### src/design/jtag_port_defines.svh
// timing and encoding constants for the jtag test port
`ifndef JTAG_PORT_DEFINES_SVH
`define JTAG_PORT_DEFINES_SVH
`define IR_WIDTH            4
`define IR_RESET_VALUE      4'h1
`define IR_CAPTURE_VALUE    4'h1
`define IR_BYPASS           4'hF
`define IR_IDCODE           4'h2
`define IR_DEBUG_REQ        4'h7
// arbitrary identity value; it names no real maker or part
`define IDCODE_VALUE        32'h1234_5001
`define DEBUG_PULSE_NS      100
`define CLK_PERIOD_NS       50
`define DEBUG_PULSE_CYCLES  ((`DEBUG_PULSE_NS + `CLK_PERIOD_NS - 1) / `CLK_PERIOD_NS)
`endif

### src/design/jtag_port_pkg.sv
// types for the jtag test port
package jtag_port_pkg;
    typedef enum logic [15:0] {
        TAP_RESET      = 16'h0001,
        TAP_IDLE       = 16'h0002,
        TAP_SEL_DR     = 16'h0004,
        TAP_CAPTURE_DR = 16'h0008,
        TAP_SHIFT_DR   = 16'h0010,
        TAP_EXIT1_DR   = 16'h0020,
        TAP_PAUSE_DR   = 16'h0040,
        TAP_EXIT2_DR   = 16'h0080,
        TAP_UPDATE_DR  = 16'h0100,
        TAP_SEL_IR     = 16'h0200,
        TAP_CAPTURE_IR = 16'h0400,
        TAP_SHIFT_IR   = 16'h0800,
        TAP_EXIT1_IR   = 16'h1000,
        TAP_PAUSE_IR   = 16'h2000,
        TAP_EXIT2_IR   = 16'h4000,
        TAP_UPDATE_IR  = 16'h8000
    } tap_state_e;
endpackage

### src/design/jtag_debug_port.sv
// jtag tap controller with bypass, idcode and debug-event pins
// Function
// - test logic advances and shifts only on edges of the external test clock
// - mode select sampled on test clock rise steers the tap state machine
// - serial test data input captured on test clock rise in shift-ir or shift-dr
// - test data output driven only in shift-ir or shift-dr, else released
// - test data output changes on the test clock falling edge
// - test reset low forces the tap controller into test-logic-reset
// - device reset alone leaves tap and debug state untouched
// - debug event output pulses low on each recognized event, else high
`timescale 1ns/1ps
`include "jtag_port_defines.svh"
module jtag_debug_port #(
    parameter int DEBUG_PULSE_CYCLES = `DEBUG_PULSE_CYCLES
) (
    // system
    input  wire logic                 clk,
    input  wire logic                 rst_n,
    input  wire logic                 clk_en,
    // test pins
    input  wire logic                 tck,
    input  wire logic                 tms,
    input  wire logic                 tdi,
    input  wire logic                 trst_n,
    output logic                      tdo_out,
    output logic                      tdo_oe_n,
    // debug
    input  wire logic                 core_debug_event,
    output logic                      debug_event_out_n,
    output jtag_port_pkg::tap_state_e tap_state
);
    import jtag_port_pkg::*;

    // two-flop synchronisers; the first stage feeds only the second
    // tck, tms, tdi and trst_n share one chain so their samples stay aligned
    logic [3:0] sync1_reg, sync2_reg, sync1_next, sync2_next;
    logic       tck_d_reg, tck_d_next;
    logic       tck_rise, tck_fall, tms_s, tdi_s, trst_s_n;

    // bypass uses only bit 0 of the data chain
    tap_state_e                state_reg, state_next;
    logic [`IR_WIDTH-1:0]      ir_reg, ir_next, ir_sh_reg, ir_sh_next;
    logic [31:0]               dr_sh_reg, dr_sh_next;
    logic                      tdo_reg, tdo_next, oe_n_reg, oe_n_next;
    logic [7:0]                pulse_cnt_reg, pulse_cnt_next;
    logic                      de_n_reg, de_n_next;
    logic                      ev_d_reg, ev_d_next;

    // pin edges are acted on three clk late; a test clock period of eight clk
    // keeps tms and tdi settled when the rise is used
    assign tms_s    = sync2_reg[1];
    assign tdi_s    = sync2_reg[2];
    assign trst_s_n = sync2_reg[3];
    assign tck_rise = sync2_reg[0] & ~tck_d_reg;
    assign tck_fall = ~sync2_reg[0] & tck_d_reg;

    always_comb begin
        sync1_next = {trst_n, tdi, tms, tck};
        sync2_next = sync1_reg;
        tck_d_next = sync2_reg[0];
    end

    // tap state machine
    // a low synchronised trst_n wins over any test clock edge in that cycle
    always_comb begin
        state_next = state_reg;
        if (!trst_s_n) begin
            state_next = TAP_RESET;
        end else if (tck_rise) begin
            case (state_reg)
                TAP_RESET:      state_next = tms_s ? TAP_RESET : TAP_IDLE;
                TAP_IDLE:       state_next = tms_s ? TAP_SEL_DR : TAP_IDLE;
                TAP_SEL_DR:     state_next = tms_s ? TAP_SEL_IR : TAP_CAPTURE_DR;
                TAP_CAPTURE_DR: state_next = tms_s ? TAP_EXIT1_DR : TAP_SHIFT_DR;
                TAP_SHIFT_DR:   state_next = tms_s ? TAP_EXIT1_DR : TAP_SHIFT_DR;
                TAP_EXIT1_DR:   state_next = tms_s ? TAP_UPDATE_DR : TAP_PAUSE_DR;
                TAP_PAUSE_DR:   state_next = tms_s ? TAP_EXIT2_DR : TAP_PAUSE_DR;
                TAP_EXIT2_DR:   state_next = tms_s ? TAP_UPDATE_DR : TAP_SHIFT_DR;
                TAP_UPDATE_DR:  state_next = tms_s ? TAP_SEL_DR : TAP_IDLE;
                TAP_SEL_IR:     state_next = tms_s ? TAP_RESET : TAP_CAPTURE_IR;
                TAP_CAPTURE_IR: state_next = tms_s ? TAP_EXIT1_IR : TAP_SHIFT_IR;
                TAP_SHIFT_IR:   state_next = tms_s ? TAP_EXIT1_IR : TAP_SHIFT_IR;
                TAP_EXIT1_IR:   state_next = tms_s ? TAP_UPDATE_IR : TAP_PAUSE_IR;
                TAP_PAUSE_IR:   state_next = tms_s ? TAP_EXIT2_IR : TAP_PAUSE_IR;
                TAP_EXIT2_IR:   state_next = tms_s ? TAP_UPDATE_IR : TAP_SHIFT_IR;
                TAP_UPDATE_IR:  state_next = tms_s ? TAP_SEL_DR : TAP_IDLE;
                default:        state_next = TAP_RESET;
            endcase
        end
    end

    // instruction and data shift paths
    always_comb begin
        ir_next    = ir_reg;
        ir_sh_next = ir_sh_reg;
        dr_sh_next = dr_sh_reg;
        if (!trst_s_n || state_reg == TAP_RESET) begin
            ir_next = `IR_RESET_VALUE;
        end else if (tck_rise) begin
            case (state_reg)
                TAP_CAPTURE_IR: ir_sh_next = `IR_CAPTURE_VALUE;
                TAP_SHIFT_IR:   ir_sh_next = {tdi_s, ir_sh_reg[`IR_WIDTH-1:1]};
                TAP_UPDATE_IR:  ir_next = ir_sh_reg;
                TAP_CAPTURE_DR: begin
                    // only idcode captures a value; bypass and debug capture zero
                    dr_sh_next = (ir_reg == `IR_IDCODE) ? `IDCODE_VALUE : 32'h0000_0000;
                end
                TAP_SHIFT_DR: begin
                    // idcode uses the full chain; bypass and debug are a single stage
                    if (ir_reg == `IR_IDCODE) begin
                        dr_sh_next = {tdi_s, dr_sh_reg[31:1]};
                    end else begin
                        dr_sh_next = {31'h0000_0000, tdi_s};
                    end
                end
                default: ir_sh_next = ir_sh_reg;
            endcase
        end
    end

    // output stage updated on the falling test clock edge
    // the enable follows the state seen at the fall, so it drops at the first
    // fall after shift is left, when the controller is not sampling
    always_comb begin
        tdo_next  = tdo_reg;
        oe_n_next = oe_n_reg;
        if (!trst_s_n) begin
            oe_n_next = 1'b1;
        end else if (tck_fall) begin
            oe_n_next = !(state_reg == TAP_SHIFT_IR || state_reg == TAP_SHIFT_DR);
            tdo_next  = (state_reg == TAP_SHIFT_IR) ? ir_sh_reg[0] : dr_sh_reg[0];
        end
    end

    // debug event: core event or update-dr with the debug instruction
    // a new event during a running pulse restarts the count rather than
    // stretching into a second pulse that could not be told apart
    always_comb begin
        logic trig;
        trig           = (core_debug_event & ~ev_d_reg)
                       | (tck_rise && state_reg == TAP_UPDATE_DR && ir_reg == `IR_DEBUG_REQ);
        ev_d_next      = core_debug_event;
        pulse_cnt_next = pulse_cnt_reg;
        de_n_next      = 1'b1;
        if (trig) begin
            pulse_cnt_next = 8'(DEBUG_PULSE_CYCLES);
        end else if (pulse_cnt_reg != 8'h00) begin
            pulse_cnt_next = pulse_cnt_reg - 8'h01;
        end
        if (pulse_cnt_next != 8'h00) begin
            de_n_next = 1'b0;
        end
    end

    // rst_n is the test logic's power-on reset only; a device reset that
    // leaves trst_n high does not reach here, so debug state survives it
    // the test clock idles low, so a zeroed chain shows no false edge
    always_ff @(posedge clk or negedge rst_n) begin
        if (!rst_n) begin
            sync1_reg <= 4'h0;
            sync2_reg <= 4'h0;
            tck_d_reg <= 1'b0;
        end else if (clk_en) begin
            sync1_reg <= sync1_next;
            sync2_reg <= sync2_next;
            tck_d_reg <= tck_d_next;
        end
    end

    // tap state register
    always_ff @(posedge clk or negedge rst_n) begin
        if (!rst_n) begin
            state_reg <= TAP_RESET;
        end else if (clk_en) begin
            state_reg <= state_next;
        end
    end

    // instruction and data chain registers
    always_ff @(posedge clk or negedge rst_n) begin
        if (!rst_n) begin
            ir_reg    <= `IR_RESET_VALUE;
            ir_sh_reg <= `IR_RESET_VALUE;
            dr_sh_reg <= 32'h0000_0000;
        end else if (clk_en) begin
            ir_reg    <= ir_next;
            ir_sh_reg <= ir_sh_next;
            dr_sh_reg <= dr_sh_next;
        end
    end

    // output registers; tdo leaves reset released
    always_ff @(posedge clk or negedge rst_n) begin
        if (!rst_n) begin
            tdo_reg  <= 1'b0;
            oe_n_reg <= 1'b1;
        end else if (clk_en) begin
            tdo_reg  <= tdo_next;
            oe_n_reg <= oe_n_next;
        end
    end

    // debug pulse registers
    always_ff @(posedge clk or negedge rst_n) begin
        if (!rst_n) begin
            pulse_cnt_reg <= 8'h00;
            de_n_reg      <= 1'b1;
            ev_d_reg      <= 1'b0;
        end else if (clk_en) begin
            pulse_cnt_reg <= pulse_cnt_next;
            de_n_reg      <= de_n_next;
            ev_d_reg      <= ev_d_next;
        end
    end

    assign tdo_out           = tdo_reg;
    assign tdo_oe_n          = oe_n_reg;
    assign debug_event_out_n = de_n_reg;
    assign tap_state         = state_reg;
endmodule

### config.mk
export PLATFORM = sky130hd
export DESIGN_NAME = jtag_debug_port
export DESIGN_NICKNAME = d
export VERILOG_FILES = /design/src/design/jtag_port_pkg.sv /design/src/design/jtag_debug_port.sv
export VERILOG_INCLUDE_DIRS = /design/src /design/src/design
export SDC_FILE = /design/constraint.sdc
export NUM_CORES = 1
export LEC_CHECK = 0
export ABC_AREA = 1
export BUFFER_PORTS_ARGS = -buffer_cell sky130_fd_sc_hd__buf_4
export CAP_MARGIN = 20
export CELL_PAD_IN_SITES_DETAIL_PLACEMENT = 0
export CELL_PAD_IN_SITES_GLOBAL_PLACEMENT = 2
export CORE_ASPECT_RATIO = 1.25
export CORE_MARGIN = 8
export CORE_UTILIZATION = 25
export CTS_BUF_LIST = sky130_fd_sc_hd__clkbuf_4
export CTS_CLUSTER_DIAMETER = 60
export CTS_CLUSTER_SIZE = 30
export DETAILED_ROUTE_END_ITERATION = 10
export PLACE_DENSITY = 0.7
export SLEW_MARGIN = 20
export SYNTH_ARGS = -nofsm -noshare
export SYNTH_HDL_FRONTEND = slang
export SYNTH_SLANG_ARGS = --single-unit
### constraint.sdc
create_clock -name clk -period 4.05 [get_ports clk]
set_clock_uncertainty 0.1 [all_clocks]
set_input_delay 0.405 -clock clk [delete_from_list [all_inputs] [get_ports clk]]
set_output_delay 0.405 -clock clk [all_outputs]
set_load 0.01 [all_outputs]
==> out/qor.yml <==
sta:
  finalCritPeriodShare_pct: 59.51
  hold_violations: 0
  fin_tns_setup_ns: 0
  max_freq_ghz: 0.4149
  maxSlewViolCount: 0
  setup_viol: 0
  tightest_slew_ns: 0.8449
  relSlewSlack_pct: 43.68
  rsz0062_at_grt: "false"
  period_needed_ns: 2.410
cts:
  cts_buffers: 9
  cts_max_path_buffers: 2
  hold_buffers: 0
  postCtsSetupRepairBufs: 0
  clk_pin_slew_ns: 0.12
  insertion_delay_ns: 0.42
  cts.htree.levels: 3
  cts.sinks: 77
  cts_tree: "yes"
  cts-root-buf: "clkbuf_4"
  cts_resized: 0
floorplanning:
  initial_utilization_pct: 25.40
  die_h_microns: 156.3
  core_area_sq_mm: 0.01551
  die_w_microns: 128.3
  die-area_sq_mm: 0.02005
  num_rows: 51
  ios: 27
route:
  routed_wirelength_microns: 9707
  vias: 3194
  firstDrtPassIters: 4
  route.detailed.drc: 0
  met1_length_microns: 4575
  dr_wl_met2_microns: 4710
  postRouteAntennaNets: 0
  vias_per_cell: 4.351
  top_layer: "met4"
  post_drt_wl_per_cell_microns: 13.22
  drt_iter0_markers: 175
  dr_wl_met3_microns: 294
critical_path:
  endpoint_kind: "flop"
  required_ns: 4.26
  worstPathArrival_ns: 2.62
  cp_cell_sequence: "nor2_1 > nand2_2 > nor2_4 > nand3b_2 > nor2_4 > inv_1 > o21ai_0 > nand2_1"
  path_max_fanout: 23
  ff2ff_path_depth: 8
  path_class: "flop to flop"
  start_kind: "flop"
  max_stage_delay_ns: 0.47
  worst_path_most_repeated_cell: "nor2_4"
  crit_slowest_cell: "nor2_4"
placed_design:
  place.gp.congestion: 0.7918
  dp_hpwl_microns: 6907
  dp.cells: 717
  numPortBuffers: 26
yosys:
  synth_cell_type_count: 34
  postSynthAreaPerCell_sq_um: 7.941
  ys_ff_latch: 77
  syn_inst: 496
  netlist_area_sq_mm: 0.003939
  syn-num-nets: 506
  synth-seq-area-share_pct: 49.08
  synth_warnings: 0
power_and_ir_drop:
  power.internal_mw: 1.071
  peakVddDrop_mv: 0.2079
  switching_power_mw: 0.5324
  leakage_nw: 2.025
  switching_share_pct: 33.21
  p_per_area_mw_per_mm2: 364.4
  p_clk_share_pct: 25.3
  seqPwrFrac_pct: 53.6
  combPwrFrac_pct: 21.1
grt:
  grt_overflow: 0
  grt_max_degree: 78
  antenna_found_initial: 0
  grt_usage_pct: 10.39
  grt_pass1_vias: 3223
  grt_pass1_wl_microns: 16570
worst_hold_path:
  hp-class: "primary input to flop"
  hold-path-cell-count: 3
final_layout:
  fillerInstances: 1681
  diodes: 0
  num-nets-final: 527
  drive_above_1_share_pct: 13.41
  largest_register_ffs: 32
  fin_cells: 734
  syn_to_final_growth_pct: 11.69
flow_run:
  maxCapViolCount: 0
run_status:
  status: "complete, no violations"
==> per-stage QoR <==
step                      hold WS (ns)  setup slack (ns)  power (mW)  util (%)  cell area (sq um)
after global routing           0.03127             1.371       1.722     28.37               4399
after global placement          0.3556             1.558       1.213     27.57               4275
after CTS                      0.04079             1.559       1.636     28.28               4385
after floorplan               0.009409             2.341       1.115         -               3939
final                          0.07991             1.640       1.603     28.37               4399
after detailed placement        0.3598             1.601       1.214     27.57               4275
==> logic make-up after synthesis <==
| logic type | count (synthesis) | synth area share [%] |
|---|---|---|
| compound gates | 95 | 13.60 |
| flops | 77 | 49.08 |
| fa+ha+maj | 2 | 0.6352 |
| simple gates | 256 | 28.49 |
| xor+xnor | 3 | 0.6672 |
| buf+inv | 63 | 7.529 |
==> power by group through the flow <==
| stage | Sequential [mW] | Clock [mW] | Combinational [mW] |
|---|---|---|---|
| after floorplan | 0.869 | 0 | 0.247 |
| after CTS | 0.860 | 0.436 | 0.341 |
| after global placement | 0.874 | 0 | 0.339 |
| final | 0.859 | 0.405 | 0.339 |
| after detailed placement | 0.875 | 0 | 0.340 |
| after global routing | 0.867 | 0.466 | 0.390 |
==> layer usage <==
layer | vias up | track usage [%]
li1 | 1640 | -
met1 | 1508 | 13.01
met2 | 38 | 16.87
met3 | 8 | 2.860
met4 | 0 | 3.292
met5 | - | 0
==> Yosys cell counts (all sizes together) <==
master | number | area (sq um)
a21oi | 14 | 73.82
a22oi | 1 | 7.510
a31oi | 1 | 6.260
buf | 11 | 101.4
clkbuf | 6 | 22.52
dfrtp | 72 | 1802
dfstp | 5 | 131.4
ha | 2 | 25.02
inv | 46 | 172.7
nand2 | 159 | 628.1
nand3 | 32 | 160.2
nand3b | 3 | 42.54
nor2 | 53 | 241.5
nor3 | 9 | 50.05
o21a | 1 | 7.510
o21ai | 66 | 349.1
o21bai | 1 | 7.510
o22ai | 2 | 12.51
o31ai | 6 | 45.04
o41ai | 3 | 26.28
xnor2 | 2 | 17.52
xor2 | 1 | 8.760
==> placed cells by master, fill, tap and decap left out, types with 2 or more instances in the layout <==
cell type  count
nor2_2         5
inv_1         46
a21oi_1       13
nand3b_2       2
o22ai_1        2
nor2_1        44
nand2_2        3
clkbuf_4      11
o41ai_1        3
buf_4         25
clkinv_2       3
o21ai_1       27
o21ai_2        5
o31ai_1        6
dfrtp_1       72
nand2_1      154
xnor2_1        2
nor3_1         8
nand3_1       32
dfstp_2        5
o21ai_0       34
nor2_4         4
ha_1           2
==> cell type report <==
class                      count  area, sq um  area share (%)
tap                          212        265.3           6.030
timing repair buffer          27        209.0           4.750
clock inverter                 5        27.53          0.6257
clock buffer                  11        82.58           1.877
multi-input combinational    356         1709           38.85
inverter                      46        172.7           3.925
sequential                    77         1933           43.94
==> critical path: cells and delay by family, from the launching register on <==
| family | cells | cell delay (ns) |
|---|---|---|
| AOI/OAI and AO/OA | 1 | 0.22 |
| and+or+nand+nor | 6 | 1.39 |
| buffers and inverters | 1 | 0.12 |
| DFF | 1 | 0.46 |
==> worst paths after layout <==
| kind | startpoint | endpoint | slack [ns] |
|---|---|---|---|
| max | tap_state[15] | dr_sh_reg[0] | 1.64 |
| min | tms | sync1_reg[1] | 0.08 |
| max reg2reg | tap_state[15] | dr_sh_reg[0] | 1.64 |
| min reg2reg | debug_event_out_n | debug_event_out_n | 0.38 |
| max in group asynchronous | rst_n | dr_sh_reg[1] | 2.82 |
| min in group asynchronous | rst_n | tap_state[13] | 0.48 |
No activity file was read; power rests on OpenSTA's default activity.
